## config.mk

```make
export PLATFORM = sky130hd
export DESIGN_NAME = serial_port
export DESIGN_NICKNAME = d
export VERILOG_FILES = /design/src/design/uart_pkg.sv /design/src/design/serial_port.sv
export SDC_FILE = /design/constraint.sdc
export NUM_CORES = 1
export LEC_CHECK = 0
export BUFFER_PORTS_ARGS = -buffer_cell sky130_fd_sc_hd__buf_2
export CORE_MARGIN = 3
export CORE_UTILIZATION = 62
export CTS_CLUSTER_SIZE = 10
export DETAILED_ROUTE_END_ITERATION = 10
export PLACE_DENSITY = 0.76
export SETUP_SLACK_MARGIN = 0.5
export SYNTH_ARGS = -nofsm -noshare
export SYNTH_HDL_FRONTEND = slang
export SYNTH_SLANG_ARGS = --single-unit
```

## constraint.sdc

```tcl
create_clock -name i_core_clk -period 7.73 [get_ports i_core_clk]
set_input_delay 1.546 -clock i_core_clk [delete_from_list [all_inputs] [get_ports i_core_clk]]
set_output_delay 1.546 -clock i_core_clk [all_outputs]
set_load 0.02 [all_outputs]
```

## src/design/uart_pkg.sv

```systemverilog
// Purpose: Shared constants and types of the serial port
// Assumes: Word-aligned byte offsets on the register bus
// Notes: One constant per number
package uart_pkg;
    localparam logic [5:0] OFS_DATA = 6'h00;
    localparam logic [5:0] OFS_DIV_LO = 6'h04;
    localparam logic [5:0] OFS_DIV_HI = 6'h08;
    localparam logic [5:0] OFS_LINE_CTRL = 6'h0C;
    localparam logic [5:0] OFS_MODEM_CTRL = 6'h10;
    localparam logic [5:0] OFS_LINE_STAT = 6'h14;
    localparam logic [5:0] OFS_MODEM_STAT = 6'h18;
    localparam logic [5:0] OFS_LP_DIV_LO = 6'h1C;
    localparam logic [5:0] OFS_LP_DIV_HI = 6'h20;
    localparam logic [7:0] LINE_CTRL_RST = 8'h03;
    localparam logic [7:0] MODEM_CTRL_RST = 8'h00;
    localparam logic [7:0] DIV_RST = 8'h00;
    localparam int LC_LEN = 0;
    localparam int LC_STOP = 2;
    localparam int LC_PAR_EN = 3;
    localparam int LC_PAR_EVEN = 4;
    localparam int LC_BREAK = 6;
    localparam int MC_DTR = 0;
    localparam int MC_RTS = 1;
    localparam int MC_AUTO_FLOW = 5;
    localparam int MC_IR = 6;
    localparam int MC_LOW_POWER = 7;
    localparam int LS_OVERRUN = 1;
    localparam int LS_PARITY = 2;
    localparam int LS_FRAMING = 3;
    localparam int LS_BREAK = 4;
    localparam int LS_TIMEOUT = 7;
    localparam bit IR_BUILD = 1'b1;
    localparam logic [5:0] BIT_TICKS = 6'h10;
    localparam logic [5:0] HALF_TICKS = 6'h08;
    localparam logic [5:0] IR_PULSE_TICKS = 6'h03;
    localparam logic [3:0] SETTLE_CYCLES = 4'h8;
    localparam logic [9:0] TIMEOUT_CHARS = 10'h004;
    localparam int FIFO_DEPTH = 16;

    typedef enum {ST_IDLE, ST_START, ST_DATA, ST_PAR, ST_STOP, ST_BREAK} frame_state_t;

    typedef struct packed {
        logic [3:0] data_bits;
        logic par_en;
        logic par_even;
        logic [5:0] stop_ticks;
    } frame_fmt_t;

    typedef struct packed {
        logic [5:0] address;
        logic read;
        logic write;
        logic [31:0] writedata;
        logic [3:0] byteenable;
    } avs_req_t;

    function automatic frame_fmt_t make_fmt(input logic [7:0] lc, input logic ir);
        frame_fmt_t f;
        f.data_bits = ir ? 4'h8 : 4'h5 + {2'b00, lc[LC_LEN +: 2]};
        f.par_en = ~ir & lc[LC_PAR_EN];
        f.par_even = lc[LC_PAR_EVEN];
        if (ir || !lc[LC_STOP]) begin
            f.stop_ticks = BIT_TICKS;
        end else if (lc[LC_LEN +: 2] == 2'b00) begin
            f.stop_ticks = BIT_TICKS + HALF_TICKS;
        end else begin
            f.stop_ticks = BIT_TICKS + BIT_TICKS;
        end
        return f;
    endfunction

    function automatic logic [9:0] timeout_ticks(input frame_fmt_t f);
        logic [9:0] bits;
        bits = 10'h001 + {6'h00, f.data_bits} + {9'h000, f.par_en};
        return 10'(TIMEOUT_CHARS * ((bits << 4) + {4'h0, f.stop_ticks}));
    endfunction

    function automatic logic fifo_full(input logic [4:0] w, input logic [4:0] r);
        return (w[4] != r[4]) && (w[3:0] == r[3:0]);
    endfunction
endpackage

```

## src/design/serial_port.sv

```systemverilog
// Purpose: Async serial port with infrared mode, Avalon-MM registers
// Assumes: Single core clock; divisor of zero stops the baud clock
// Notes: Pins pass a three-flop filter before use
//
// Operation
// - Frame: start bit, data LSB first, optional parity, 1/1.5/2 stop bits.
// - Five to eight data bits; parity none, odd or even.
// - Parity bit follows last data bit; receiver checks it.
// - Each bit lasts sixteen baud clocks except the half stop bit.
// - Bits equal in length; half stop bit lasts half a bit.
// - Receiver samples start near middle, then every sixteen baud clocks.
// - Baud clock is core clock divided by high and low divisor bytes.
// - Active-low baud reference output for equipment needing timing.
// - Separate sixteen-byte transmit and receive FIFOs.
// - Modem lines RTS, CTS, DTR and DSR for flow control.
// - Drive break on serial output outside infrared mode and detect break on input.
// - Infrared frames: eight data bits, no parity, one stop bit.
// - Modem control bit six enables infrared; no effect without support.
// - Infrared mode uses dedicated infrared pins instead of serial pins.
// - Infrared zero is a three-sixteenths bit pulse; one sends nothing.
// - Low-power reception accepts short pulses using the low-power divisor.
// - Fast enough serial clock with valid divisor detects shortest pulses.
// - Slower clocks need given low-power divisors for given pulse widths.
// - After configuration, eight cycles pass before data moves.
// - Timeout when receive FIFO idles four character times while non-empty.
//
// Added by the designer: register access over Avalon-MM and the register offsets.
`timescale 1ns/10ps
module serial_port
    import uart_pkg::*;
(
    input wire logic i_core_clk,
    input wire logic i_rst,
    input wire avs_req_t i_avs,
    output logic [31:0] o_avs_readdata,
    output logic o_avs_waitrequest,
    input wire logic i_serial_in,
    output logic o_serial_out,
    input wire logic i_ir_in,
    output logic o_ir_out_n,
    input wire logic i_cts_n,
    input wire logic i_dsr_n,
    output logic o_rts_n,
    output logic o_dtr_n,
    output logic o_baud_out_n
);
    logic [3:0] s1_q, s2_q, s3_q, filt_q, filt_d;
    logic wait_q, wait_d, take, wr, rd, busy, ir_on, rx_in;
    logic [7:0] rdata_q, rdata_d, div_lo_q, div_lo_d, div_hi_q, div_hi_d;
    logic [7:0] lc_q, lc_d, mc_q, mc_d, lpl_q, lpl_d, lph_q, lph_d;
    logic [7:0] err_q, err_d, ls_val;
    logic [3:0] settle_q, settle_d;
    logic rtsn_q, rtsn_d, dtrn_q, dtrn_d;
    frame_fmt_t fmt;
    logic [7:0] tx_mem [FIFO_DEPTH];
    logic [7:0] rx_mem [FIFO_DEPTH];
    logic [4:0] tx_wp_q, tx_rp_q, rx_wp_q, rx_rp_q;
    logic tx_push, tx_pop, rx_push, rx_pop, tx_empty, rx_empty, tx_full, rx_full;
    logic [15:0] bcnt_q, bcnt_d, lpcnt_q, lpcnt_d;
    logic tick_q, tick_d, lptick_q, lptick_d, baudn_q;
    logic [5:0] hold_q, hold_d;
    frame_state_t tx_st_q, tx_st_d, rx_st_q, rx_st_d;
    logic [5:0] tx_tick_q, tx_tick_d, rx_tick_q, rx_tick_d;
    logic [2:0] tx_bit_q, tx_bit_d, rx_bit_q, rx_bit_d;
    logic [7:0] tx_sh_q, tx_sh_d, rx_sh_q, rx_sh_d;
    logic tx_x_q, tx_x_d, rx_x_q, rx_x_d, rx_zero_q, rx_zero_d, perr_q, perr_d;
    logic tx_lvl, tx_go, tx_end, sout_q, sout_d, irn_q, irn_d, rx_samp;
    logic ovr_set, per_set, fer_set, brk_set, tmo_set;
    logic [9:0] tmo_q, tmo_d;

    assign ir_on = IR_BUILD & mc_q[MC_IR];
    assign fmt = make_fmt(lc_q, ir_on);
    assign busy = settle_q != 4'h0;
    assign take = (i_avs.read | i_avs.write) & ~wait_q;
    assign wr = take & i_avs.write & i_avs.byteenable[0];
    assign rd = take & i_avs.read;
    assign tx_empty = tx_wp_q == tx_rp_q;
    assign rx_empty = rx_wp_q == rx_rp_q;
    assign tx_full = fifo_full(tx_wp_q, tx_rp_q);
    assign rx_full = fifo_full(rx_wp_q, rx_rp_q);
    assign tx_push = wr && i_avs.address == OFS_DATA && !tx_full;
    assign rx_pop = rd && i_avs.address == OFS_DATA && !rx_empty;
    assign o_avs_readdata = {24'h000000, rdata_q};
    assign o_avs_waitrequest = wait_q;
    assign o_serial_out = sout_q;
    assign o_ir_out_n = irn_q;
    assign o_rts_n = rtsn_q;
    assign o_dtr_n = dtrn_q;
    assign o_baud_out_n = baudn_q;

    // A change counts once the last two stages agree
    always_comb begin
        filt_d = (s2_q & s3_q) | (filt_q & (s2_q | s3_q));
    end

    always_ff @(posedge i_core_clk or posedge i_rst) begin
        if (i_rst) begin
            s1_q <= 4'hF;
            s2_q <= 4'hF;
            s3_q <= 4'hF;
            filt_q <= 4'hF;
        end else begin
            s1_q <= {i_dsr_n, i_cts_n, i_ir_in, i_serial_in};
            s2_q <= s1_q;
            s3_q <= s2_q;
            filt_q <= filt_d;
        end
    end

    always_comb begin
        ls_val = err_q;
        ls_val[0] = ~rx_empty;
        ls_val[5] = tx_empty;
        ls_val[6] = tx_empty && tx_st_q == ST_IDLE;
        wait_d = ~((i_avs.read | i_avs.write) & wait_q);
        rdata_d = rdata_q;
        if (i_avs.read && wait_q) begin
            case (i_avs.address)
                OFS_DATA: rdata_d = rx_mem[rx_rp_q[3:0]];
                OFS_DIV_LO: rdata_d = div_lo_q;
                OFS_DIV_HI: rdata_d = div_hi_q;
                OFS_LINE_CTRL: rdata_d = lc_q;
                OFS_MODEM_CTRL: rdata_d = mc_q;
                OFS_LINE_STAT: rdata_d = ls_val;
                OFS_MODEM_STAT: rdata_d = {6'h00, ~filt_q[3], ~filt_q[2]};
                OFS_LP_DIV_LO: rdata_d = lpl_q;
                OFS_LP_DIV_HI: rdata_d = lph_q;
                default: rdata_d = 8'h00;
            endcase
        end
        div_lo_d = div_lo_q;
        div_hi_d = div_hi_q;
        lc_d = lc_q;
        mc_d = mc_q;
        lpl_d = lpl_q;
        lph_d = lph_q;
        settle_d = busy ? settle_q - 4'h1 : settle_q;
        if (wr) begin
            case (i_avs.address)
                OFS_DIV_LO: div_lo_d = i_avs.writedata[7:0];
                OFS_DIV_HI: div_hi_d = i_avs.writedata[7:0];
                OFS_LINE_CTRL: lc_d = i_avs.writedata[7:0];
                OFS_MODEM_CTRL: mc_d = i_avs.writedata[7:0];
                OFS_LP_DIV_LO: lpl_d = i_avs.writedata[7:0];
                OFS_LP_DIV_HI: lph_d = i_avs.writedata[7:0];
                default: ;
            endcase
            if (i_avs.address != OFS_DATA) begin
                settle_d = SETTLE_CYCLES;
            end
        end
        // Clear only what the read reported; a new set wins
        err_d = err_q;
        if (rd && i_avs.address == OFS_LINE_STAT) begin
            err_d = err_q & ~rdata_q;
        end
        if (rx_pop) begin
            err_d[LS_TIMEOUT] = 1'b0;
        end
        err_d[LS_OVERRUN] = err_d[LS_OVERRUN] | ovr_set;
        err_d[LS_PARITY] = err_d[LS_PARITY] | per_set;
        err_d[LS_FRAMING] = err_d[LS_FRAMING] | fer_set;
        err_d[LS_BREAK] = err_d[LS_BREAK] | brk_set;
        err_d[LS_TIMEOUT] = err_d[LS_TIMEOUT] | tmo_set;
        err_d = err_d & 8'h9E;
        rtsn_d = ~mc_d[MC_RTS];
        dtrn_d = ~mc_d[MC_DTR];
    end

    always_ff @(posedge i_core_clk or posedge i_rst) begin
        if (i_rst) begin
            wait_q <= 1'b1;
            rdata_q <= 8'h00;
            div_lo_q <= DIV_RST;
            div_hi_q <= DIV_RST;
            lc_q <= LINE_CTRL_RST;
            mc_q <= MODEM_CTRL_RST;
            lpl_q <= DIV_RST;
            lph_q <= DIV_RST;
            settle_q <= SETTLE_CYCLES;
            err_q <= 8'h00;
            rtsn_q <= 1'b1;
            dtrn_q <= 1'b1;
        end else begin
            wait_q <= wait_d;
            rdata_q <= rdata_d;
            div_lo_q <= div_lo_d;
            div_hi_q <= div_hi_d;
            lc_q <= lc_d;
            mc_q <= mc_d;
            lpl_q <= lpl_d;
            lph_q <= lph_d;
            settle_q <= settle_d;
            err_q <= err_d;
            rtsn_q <= rtsn_d;
            dtrn_q <= dtrn_d;
        end
    end

    // FIFO storage; a push to a full receive FIFO is dropped
    always_ff @(posedge i_core_clk or posedge i_rst) begin
        if (i_rst) begin
            tx_wp_q <= 5'h00;
            tx_rp_q <= 5'h00;
            rx_wp_q <= 5'h00;
            rx_rp_q <= 5'h00;
        end else begin
            if (tx_push) begin
                tx_mem[tx_wp_q[3:0]] <= i_avs.writedata[7:0];
                tx_wp_q <= tx_wp_q + 5'h01;
            end
            if (tx_pop) begin
                tx_rp_q <= tx_rp_q + 5'h01;
            end
            if (rx_push && !rx_full) begin
                rx_mem[rx_wp_q[3:0]] <= rx_sh_q >> (4'h8 - fmt.data_bits);
                rx_wp_q <= rx_wp_q + 5'h01;
            end
            if (rx_pop) begin
                rx_rp_q <= rx_rp_q + 5'h01;
            end
        end
    end

    always_comb begin
        bcnt_d = bcnt_q + 16'h0001;
        tick_d = 1'b0;
        if ({div_hi_q, div_lo_q} == 16'h0000) begin
            bcnt_d = 16'h0000;
        end else if (bcnt_q >= {div_hi_q, div_lo_q} - 16'h0001) begin
            bcnt_d = 16'h0000;
            tick_d = 1'b1;
        end
        lpcnt_d = lpcnt_q + 16'h0001;
        lptick_d = 1'b0;
        if ({lph_q, lpl_q} == 16'h0000) begin
            lpcnt_d = 16'h0000;
        end else if (lpcnt_q >= {lph_q, lpl_q} - 16'h0001) begin
            lpcnt_d = 16'h0000;
            lptick_d = 1'b1;
        end
        // Light pulses arrive low; one pulse stands for one zero bit
        hold_d = hold_q;
        if (hold_q != 6'h00 && tick_q) begin
            hold_d = hold_q - 6'h01;
        end
        // Reload on the last held tick, so back-to-back zeros leave no gap
        if ((hold_q == 6'h00 || (hold_q == 6'h01 && tick_q)) && ~filt_q[1]
            && (mc_q[MC_LOW_POWER] ? lptick_q : tick_q)) begin
            hold_d = BIT_TICKS;
        end
    end

    always_ff @(posedge i_core_clk or posedge i_rst) begin
        if (i_rst) begin
            bcnt_q <= 16'h0000;
            tick_q <= 1'b0;
            lpcnt_q <= 16'h0000;
            lptick_q <= 1'b0;
            baudn_q <= 1'b1;
            hold_q <= 6'h00;
        end else begin
            bcnt_q <= bcnt_d;
            tick_q <= tick_d;
            lpcnt_q <= lpcnt_d;
            lptick_q <= lptick_d;
            baudn_q <= ~tick_d;
            hold_q <= hold_d;
        end
    end

    // Start only on a baud tick, else the start bit loses part of a tick
    assign tx_go = tick_q && !busy && !tx_empty && (!mc_q[MC_AUTO_FLOW] || !filt_q[2]);
    assign tx_end = tick_q && tx_tick_q == BIT_TICKS - 6'h01;

    always_comb begin
        tx_st_d = tx_st_q;
        tx_tick_d = tick_q ? tx_tick_q + 6'h01 : tx_tick_q;
        tx_bit_d = tx_bit_q;
        tx_sh_d = tx_sh_q;
        tx_x_d = tx_x_q;
        tx_pop = 1'b0;
        case (tx_st_q)
            ST_IDLE: begin
                tx_tick_d = 6'h00;
                if (tx_go) begin
                    tx_pop = 1'b1;
                    tx_sh_d = tx_mem[tx_rp_q[3:0]];
                    tx_x_d = 1'b0;
                    tx_st_d = ST_START;
                end
            end
            ST_START: begin
                if (tx_end) begin
                    tx_tick_d = 6'h00;
                    tx_bit_d = 3'h0;
                    tx_st_d = ST_DATA;
                end
            end
            ST_DATA: begin
                if (tx_end) begin
                    tx_tick_d = 6'h00;
                    tx_x_d = tx_x_q ^ tx_sh_q[0];
                    tx_sh_d = {1'b0, tx_sh_q[7:1]};
                    tx_bit_d = tx_bit_q + 3'h1;
                    if ({1'b0, tx_bit_q} == fmt.data_bits - 4'h1) begin
                        tx_st_d = fmt.par_en ? ST_PAR : ST_STOP;
                    end
                end
            end
            ST_PAR: begin
                if (tx_end) begin
                    tx_tick_d = 6'h00;
                    tx_st_d = ST_STOP;
                end
            end
            ST_STOP: begin
                if (tick_q && tx_tick_q == fmt.stop_ticks - 6'h01) begin
                    tx_tick_d = 6'h00;
                    tx_st_d = ST_IDLE;
                end
            end
            default: tx_st_d = ST_IDLE;
        endcase
        if (busy) begin
            tx_st_d = ST_IDLE;
        end
        case (tx_st_q)
            ST_START: tx_lvl = 1'b0;
            ST_DATA: tx_lvl = tx_sh_q[0];
            ST_PAR: tx_lvl = tx_x_q ^ ~fmt.par_even;
            default: tx_lvl = 1'b1;
        endcase
        sout_d = ir_on | (tx_lvl & ~lc_q[LC_BREAK]);
        irn_d = ~(ir_on && !tx_lvl && tx_tick_q < IR_PULSE_TICKS);
    end

    always_ff @(posedge i_core_clk or posedge i_rst) begin
        if (i_rst) begin
            tx_st_q <= ST_IDLE;
            tx_tick_q <= 6'h00;
            tx_bit_q <= 3'h0;
            tx_sh_q <= 8'h00;
            tx_x_q <= 1'b0;
            sout_q <= 1'b1;
            irn_q <= 1'b1;
        end else begin
            tx_st_q <= tx_st_d;
            tx_tick_q <= tx_tick_d;
            tx_bit_q <= tx_bit_d;
            tx_sh_q <= tx_sh_d;
            tx_x_q <= tx_x_d;
            sout_q <= sout_d;
            irn_q <= irn_d;
        end
    end

    assign rx_in = ir_on ? hold_q == 6'h00 : filt_q[0];
    assign rx_samp = tick_q && rx_tick_q == BIT_TICKS - 6'h01;

    always_comb begin
        rx_st_d = rx_st_q;
        rx_tick_d = tick_q ? rx_tick_q + 6'h01 : rx_tick_q;
        rx_bit_d = rx_bit_q;
        rx_sh_d = rx_sh_q;
        rx_x_d = rx_x_q;
        rx_zero_d = rx_zero_q;
        perr_d = perr_q;
        rx_push = 1'b0;
        per_set = 1'b0;
        fer_set = 1'b0;
        brk_set = 1'b0;
        case (rx_st_q)
            ST_IDLE: begin
                rx_tick_d = 6'h00;
                if (!rx_in) begin
                    rx_x_d = 1'b0;
                    rx_zero_d = 1'b1;
                    perr_d = 1'b0;
                    rx_st_d = ST_START;
                end
            end
            ST_START: begin
                if (tick_q && rx_tick_q == HALF_TICKS - 6'h01) begin
                    rx_tick_d = 6'h00;
                    rx_bit_d = 3'h0;
                    rx_st_d = rx_in ? ST_IDLE : ST_DATA;
                end
            end
            ST_DATA: begin
                if (rx_samp) begin
                    rx_tick_d = 6'h00;
                    rx_sh_d = {rx_in, rx_sh_q[7:1]};
                    rx_x_d = rx_x_q ^ rx_in;
                    rx_zero_d = rx_zero_q & ~rx_in;
                    rx_bit_d = rx_bit_q + 3'h1;
                    if ({1'b0, rx_bit_q} == fmt.data_bits - 4'h1) begin
                        rx_st_d = fmt.par_en ? ST_PAR : ST_STOP;
                    end
                end
            end
            ST_PAR: begin
                if (rx_samp) begin
                    rx_tick_d = 6'h00;
                    perr_d = rx_x_q ^ rx_in ^ ~fmt.par_even;
                    rx_zero_d = rx_zero_q & ~rx_in;
                    rx_st_d = ST_STOP;
                end
            end
            ST_STOP: begin
                if (rx_samp) begin
                    rx_tick_d = 6'h00;
                    if (!rx_in && rx_zero_q) begin
                        brk_set = 1'b1;
                        rx_st_d = ST_BREAK;
                    end else begin
                        rx_push = 1'b1;
                        fer_set = ~rx_in;
                        per_set = perr_q;
                        rx_st_d = ST_IDLE;
                    end
                end
            end
            ST_BREAK: begin
                if (rx_in) begin
                    rx_st_d = ST_IDLE;
                end
            end
            default: rx_st_d = ST_IDLE;
        endcase
        if (busy) begin
            rx_st_d = ST_IDLE;
        end
        ovr_set = rx_push & rx_full;
        // Any push or pop restarts the idle count
        tmo_set = 1'b0;
        tmo_d = tmo_q;
        if (rx_empty || rx_push || rx_pop) begin
            tmo_d = 10'h000;
        end else if (tick_q && tmo_q != timeout_ticks(fmt)) begin
            tmo_d = tmo_q + 10'h001;
            tmo_set = tmo_d == timeout_ticks(fmt);
        end
    end

    always_ff @(posedge i_core_clk or posedge i_rst) begin
        if (i_rst) begin
            rx_st_q <= ST_IDLE;
            rx_tick_q <= 6'h00;
            rx_bit_q <= 3'h0;
            rx_sh_q <= 8'h00;
            rx_x_q <= 1'b0;
            rx_zero_q <= 1'b0;
            perr_q <= 1'b0;
            tmo_q <= 10'h000;
        end else begin
            rx_st_q <= rx_st_d;
            rx_tick_q <= rx_tick_d;
            rx_bit_q <= rx_bit_d;
            rx_sh_q <= rx_sh_d;
            rx_x_q <= rx_x_d;
            rx_zero_q <= rx_zero_d;
            perr_q <= perr_d;
            tmo_q <= tmo_d;
        end
    end

    AST_START_LOW: assert property (@(posedge i_core_clk) disable iff (i_rst)
        (tx_st_q == ST_IDLE && tx_go && !ir_on && !lc_q[LC_BREAK]) |=> ##1 !o_serial_out)
        else $error("start bit not low");
    AST_BIT_TIME: assert property (@(posedge i_core_clk) disable iff (i_rst)
        (tx_st_q == ST_START || tx_st_q == ST_DATA || tx_st_q == ST_PAR) |-> tx_tick_q < BIT_TICKS)
        else $error("bit tick counter overran");
    AST_STOP_LEN: assert property (@(posedge i_core_clk) disable iff (i_rst)
        (tx_st_q == ST_STOP && tx_st_d == ST_IDLE && !busy) |-> tx_tick_q == fmt.stop_ticks - 6'h01)
        else $error("stop length wrong");
    AST_MID_DROP: assert property (@(posedge i_core_clk) disable iff (i_rst)
        (rx_st_q == ST_START && rx_st_d == ST_IDLE && !busy) |-> rx_in && rx_tick_q == HALF_TICKS - 6'h01)
        else $error("start dropped off mid point");
    AST_IR_PULSE: assert property (@(posedge i_core_clk) disable iff (i_rst)
        !o_ir_out_n |-> $past(ir_on) && $past(tx_tick_q) < IR_PULSE_TICKS)
        else $error("infrared pulse too wide");
    AST_SETTLE: assert property (@(posedge i_core_clk) disable iff (i_rst)
        (wr && i_avs.address == OFS_LINE_CTRL) |=> ##1 (tx_st_q == ST_IDLE && rx_st_q == ST_IDLE) [*8])
        else $error("data moved during settle");
    AST_OVERRUN: assert property (@(posedge i_core_clk) disable iff (i_rst)
        (rx_push && rx_full) |=> err_q[LS_OVERRUN] && rx_full)
        else $error("overrun not flagged");
    AST_BREAK_OUT: assert property (@(posedge i_core_clk) disable iff (i_rst)
        (lc_q[LC_BREAK] && !ir_on) |=> !o_serial_out)
        else $error("break not driven");
    AST_ACK: assert property (@(posedge i_core_clk) disable iff (i_rst)
        ((i_avs.read || i_avs.write) && o_avs_waitrequest) |=> !o_avs_waitrequest ##1 o_avs_waitrequest)
        else $error("bus answer timing wrong");
endmodule

```

# ---- After elaboration in Yosys (flattened, before gate mapping)
# Memories as Yosys holds them, arrays and structs flattened.
# Cells that the tools add are included.
dict set report classes {
  bitwise 40
  n_lt_le_gt_ge 3
  n_mux 94
  eq_ne 53
  add_sub_neg 22
  n_reduce_logical 80
  shift 1
}
# operator count
set op_table {}
lappend op_table {{2-to-1 mux 32 bit} 15}
lappend op_table {{case mux 32 bit (6 select lines)} 1}
lappend op_table {{case mux 32 bit (5 select lines)} 1}
lappend op_table {{equality test 32 x 2 -> 1 bit, second input constant} 4}
lappend op_table {{equality test 32 x 3 -> 1 bit, second input constant} 3}
lappend op_table {{zero test 32 bit} 3}
lappend op_table {{case mux 8 bit (9 select lines)} 1}
lappend op_table {{equality test 32 x 1 -> 1 bit, second input constant} 2}
lappend op_table {{2-to-1 mux 16 bit} 4}
lappend op_table {{2-to-1 mux 6 bit} 10}
lappend op_table {{inequality test 3 bit, second input constant} 13}
lappend op_table {{case mux 6 bit (3 select lines)} 2}
lappend op_table {{2-to-1 mux 1 bit} 34}
lappend op_table {{adder 16 x 1 -> 16 bit, second input constant} 2}
lappend op_table {{>= comparator 16 bit} 2}
lappend op_table {{zero test 16 bit} 2}
lappend op_table {{subtractor 16 x 1 -> 16 bit, second input constant} 2}
lappend op_table {{logical AND 1 bit} 27}
lappend op_table {{equality test 6 x 4 -> 1 bit, second input constant} 4}
lappend op_table {{equality test 6 x 5 -> 1 bit, second input constant} 4}
lappend op_table {{2-to-1 mux 8 bit} 3}
lappend op_table {{adder 5 x 1 -> 5 bit, second input constant} 4}
lappend op_table {{2-to-1 mux 10 bit} 2}
lappend op_table {{2-to-1 mux 3 bit} 6}
lappend op_table {{other kinds (51)} 142}
dict set report word_totals {
  elab_cells 337
  mem_count 2
  regBits 259
  ramBits 256
}
# memory words word_bits rd rd_clocked_by_memory_dff wr line
set memory_table {}
lappend memory_table {rx_mem 16 8 1 0 1 serial_port.sv:56} ;# logic [7:0] rx_mem [FIFO_DEPTH];
lappend memory_table {tx_mem 16 8 1 0 1 serial_port.sv:55} ;# logic [7:0] tx_mem [FIFO_DEPTH];

# ---- Depth between registers and ports, before layout
dict set report depth {
  word_depth 11
  mapped_depth 15
  ltp_nobuf 14
}

# ---- Least setup slack after synthesis
# No wires, ideal clock.
dict set report synth_path {
  path_type {in2reg}
  startpoint {in i_rst}
  endpoint {mem rx_mem[3][0] (enable)}
  setup_ps 383
  path_buffers 0
  required_ps 7347
  slack_ps 247
  path_stages 4
  arrival_ps 7100
  path_cell_list {inv_1 and3_1 nand2_1 nor3_1}
}
dict set report synth_between {
  elab_chain_cells 3
}
# item line
set synth_lines {}
lappend synth_lines {{from (decl)} serial_port.sv:33} ;# input wire logic i_rst,
lappend synth_lines {{zero test 1 bit (no line)} n/a}
lappend synth_lines {{logical AND 1 bit (implied by the code)} serial_port.sv:216} ;# rx_mem[rx_wp_q[3:0]] <= rx_sh_q >> (4'h8 - fmt.data_bits);
lappend synth_lines {{2-to-1 mux 1 bit (implied by the code)} serial_port.sv:216}
lappend synth_lines {{to (decl)} serial_port.sv:56}
# No other way between the ends.

# ---- Worst setup path after layout
dict set report layout_path {
  startpoint {reg mc_q[6]}
  endpoint {reg tmo_q[1]}
}
dict set report layout_between {
  elab_chain_cells 9
  word_cells_on_any_way 20
}
# item line
set layout_lines {}
lappend layout_lines {{from (decl)} serial_port.sv:50} ;# logic [7:0] lc_q, lc_d, mc_q, mc_d, lpl_q, lpl_d, lph_q, lph_d;
lappend layout_lines {{from (signal assigned)} serial_port.sv:190} ;# mc_q <= mc_d;
lappend layout_lines {{branches (longest 9 deep; another with adder 8 x 6 -> 8 bit)} n/a}
lappend layout_lines {{to (signal assigned)} serial_port.sv:464} ;# tmo_q <= tmo_d;
lappend layout_lines {{to (decl)} serial_port.sv:69} ;# logic [9:0] tmo_q, tmo_d;
# Parallel ways; which one is timed is not known.
# A chain may end at the register's enable or synchronous reset.

==> flow_metrics.py <==
metrics = {
    "route": {
        "wl_per_cell_um": 21.9,
        "routed_wl_mm": 46.1,
        "drtIter0Drc": 1056,
        "post-route-drc-count": 0,
        "drt-met1-wl_mm": 18.6,
        "viasPerCell": 6.17,
        "top_layer_used": "met4",
        "vias": 12998,
        "dr_wl_met3_mm": 2.66,
        "dr.pass1.iters": 5,
        "ant_nets": 0,
        "wl_met2_mm": 23.1,
    },
    "clock_tree": {
        "cts_hold_buffers": 0,
        "htreeDepth": 2,
        "clockBufferDepth": 3,
        "cts_sinks": 457,
        "clkSlewWorstSetupHoldPaths_ns": 0.06,
        "tritoncts": "done",
        "cts-buffers-inserted": 52,
        "cts_setup_buffers": 0,
        "cts-root-buf": "clkbuf_16",
        "clk_latency_ns": 0.58,
        "post_cts_resized": 0,
    },
    "critical_path": {
        "crit_family": "simple AND/OR/NAND/NOR gates",
        "cp_data_arrival_time_ns": 4.74,
        "reg2reg_depth": 13,
        "critPathBufInv": 2,
        "cp.required_ns": 8.16,
        "critical-path-max-stage-delay_ns": 0.85,
        "crit_start": "mc_q[6]",
        "cp_max_fo": 14,
        "crit_chain": "nor2_1, inv_1, ha_1, inv_1, ha_1, fa_1, xor2_1, xnor2_1, xnor2_1, or3_1, o21ai_2, mux2i_1, nor2_1",
        "reg2reg_setup_slack_ns": 3.42,
        "cp-end-kind": "flip-flop",
        "rr_endpoint": "tmo_q[1]",
        "slowest_stage": "nor2_1",
        "crit_path_start_kind": "flip-flop",
        "worstSetupPathType": "flip-flop to flip-flop",
        "reg2reg_from": "mc_q[6]",
    },
    "grt": {
        "grt_usage_pct": 26.0,
        "overflow": 0,
        "grt_pass1_wl_mm": 74.0,
        "antenna_found_initial": 0,
        "grt_pass1_vias": 13248,
        "grt_max_degree": 79,
    },
    "final_layout": {
        "postLayoutCoreUtil_pct": 69.6,
        "area_growth_pct": 9.69,
        "num_antenna_cells": 0,
        "layout_common_cells": "edfxtp_1, dfrtp_1, nor2_1",
        "drive_gt1_share_pct": 18.6,
        "finalNetCount": 1731,
        "layout.cells.most_common": "edfxtp_1",
    },
    "sta": {
        "setup_ws_ns": 3.42,
        "finalHoldViolations": 0,
        "grt_setup_unrepaired": "false",
        "worst_pin_slew_ns": 1.18,
        "fmax_mhz": 232,
        "hold_slack_ns": 0.355,
        "setup_viol": 0,
        "finalCritPeriodShare_pct": 55.8,
        "finalClockSkew_ns": 0.0179,
        "report.final.slew_viol_count": 0,
        "tns_ns": 0,
        "relSlewSlack_pct": 21.2,
        "min_period_ns": 4.31,
    },
    "logic_synthesis": {
        "synth-main-ff-cell": "edfxtp_1",
        "synth_area_per_cell_sq_um": 13.7,
        "yosys.cell_types.count": 83,
        "ys_seq_elements": 457,
        "async_flop_share_pct": 44.0,
        "synth_warnings": 0,
        "yosysSeqAreaShare_pct": 59.4,
        "synth_area_sq_mm": 0.0215,
        "synth-edff-count": 256,
        "syn_inst": 1563,
    },
    "power": {
        "vdd_drop_max_v": 0.000236,
        "p_leak_nw": 9.35,
        "power_density_mw_per_mm2": 232,
    },
    "placed_design": {
        "post-dp-hpwl_mm": 29.8,
        "pre_cts_ws_ns": 3.16,
        "place_congestion": 0.864,
        "io_buffer_count": 36,
    },
    "worst_hold_path": {
        "hp-class": "flip-flop to flip-flop",
        "hp-start": "s1_q[1]",
        "worstHoldEndpoint": "s2_q[1]",
        "whs_path_depth": 0,
    },
    "floorplanning": {
        "die_area_sq_mm": 0.0369,
        "io_pins": 88,
        "start_util_pct": 63.4,
        "num_rows": 67,
        "coreArea_sq_mm": 0.0339,
        "die_y_um": 192,
        "die_w_um": 192,
    },
    "status": {
        "outcome": "finished, final reports clean",
    },
    "job": {
        "drv_cap": 0,
    },
}
-- sequential cells by signal (all words and copies together), names as in the netlist, 5 cells and up --
signal / flops
bcnt_q: 16
hold_q: 6
lph_q: 8
lpcnt_q: 16
err_q: 5
tx_wp_q: 5
lpl_q: 8
rx_mem: 128
div_lo_q: 8
rx_tick_q: 6
rx_sh_q: 8
tx_tick_q: 6
div_hi_q: 8
tx_sh_q: 8
rx_wp_q: 5
mc_q: 8
tx_rp_q: 5
lc_q: 8
rdata_q: 8
tx_mem: 128
tmo_q: 10
rx_rp_q: 5
-- through the flow --
stage	instances	power [W]	area, sq um
2_1_floorplan	1586	0.00313	21600
3_3_place_gp	2009	0.00323	22000
3_5_place_dp	2009	0.00325	22000
4_1_cts	2105	0.00552	23600
5_1_grt	2105	0.00569	23600
6_report	2105	0.00548	23600
-- worst max path at each step --
| stage | to | slack (ns) | cells after the start |
|---|---|---|---|
| 3_5_place_dp | tx_mem[14][2] | 3.16 | 8 |
| 2_1_floorplan | rx_mem[0][0] | 2.17 | 4 |
| 3_3_place_gp | tx_mem[13][2] | 3.18 | 8 |
| 6_report | tmo_q[1] | 3.42 | 13 |
| 5_1_grt | tmo_q[1] | 3.04 | 13 |
| 4_1_cts | tmo_q[1] | 3.32 | 13 |
-- final cells by class --
| class | instances | area [sq um] |
|---|---|---|
| sequential | 457 | 12800 |
| fill | 2254 | 10300 |
| multi-input combinational | 1008 | 8220 |
| clock buffer | 93 | 1490 |
| tap | 448 | 561 |
| timing repair buffer | 57 | 338 |
| inverter | 39 | 150 |
| clock inverter | 3 | 55.1 |
-- synth_stat cells (5+ instances only) --
master | n | area [sq um]
a22oi_1 | 9 | 67.6
nand2b_1 | 20 | 125
a21o_1 | 9 | 67.6
ha_1 | 65 | 813
a222oi_1 | 6 | 60.1
nor2b_1 | 12 | 75.1
o211ai_1 | 8 | 60.1
nand3_1 | 24 | 120
nor4_1 | 11 | 68.8
o21ai_0 | 50 | 250
buf_2 | 15 | 75.1
a41oi_1 | 6 | 52.6
xor2_1 | 57 | 499
mux2_2 | 63 | 709
edfxtp_1 | 256 | 7690
inv_1 | 39 | 146
a21oi_1 | 36 | 180
mux2i_1 | 28 | 280
nor3b_1 | 5 | 37.5
or3_1 | 10 | 62.6
a221oi_1 | 11 | 96.3
nand3b_1 | 12 | 90.1
nand4_1 | 25 | 156
and3_1 | 11 | 68.8
buf_4 | 27 | 203
dfrtp_1 | 176 | 4400
a211oi_1 | 12 | 90.1
mux4_2 | 75 | 1690
nor3_1 | 42 | 210
xnor2_1 | 68 | 596
clkbuf_1 | 33 | 124
dfstp_2 | 25 | 657
nand2_1 | 103 | 387
nor2_1 | 124 | 465
-- cells by family after synthesis --
family          Yosys count  synth area share (%)
buf+inv                 121                  2.78
compound gates          183                  5.69
fa+ha+maj                70                  4.07
other cells               1                0.0175
mux                     166                  12.5
flops                   457                  59.4
simple gates            440                  10.5
xor+xnor                125                  5.10
-- per-layer routing --
layer	vias to the layer above	GRT usage [%]
li1	5913	-
met1	6564	34.3
met2	412	43.9
met3	109	4.25
met4	0	9.86
met5	-	0
-- where the power goes --
part	total [W]	switching, W	leakage [nW]	internal (W)
Combinational	0.000501	0.000303	3.44	0.000198
Clock	0.00226	0.000937	0.734	0.00132
Sequential	0.00271	0.0000683	5.18	0.00264
Total	0.00548	0.00131	9.35	0.00417
-- worst reg2reg max path, stage by stage (launching register included) --
cell and delay [ns]:
dfrtp_1 0.60, nor2_1 0.86, inv_1 0.25, ha_1 0.29, inv_1 0.07, ha_1 0.25
fa_1 0.41, xor2_1 0.16, xnor2_1 0.19, xnor2_1 0.12, or3_1 0.41, o21ai_2 0.26
mux2i_1 0.23, nor2_1 0.05
(Power assumes the default switching activity.)
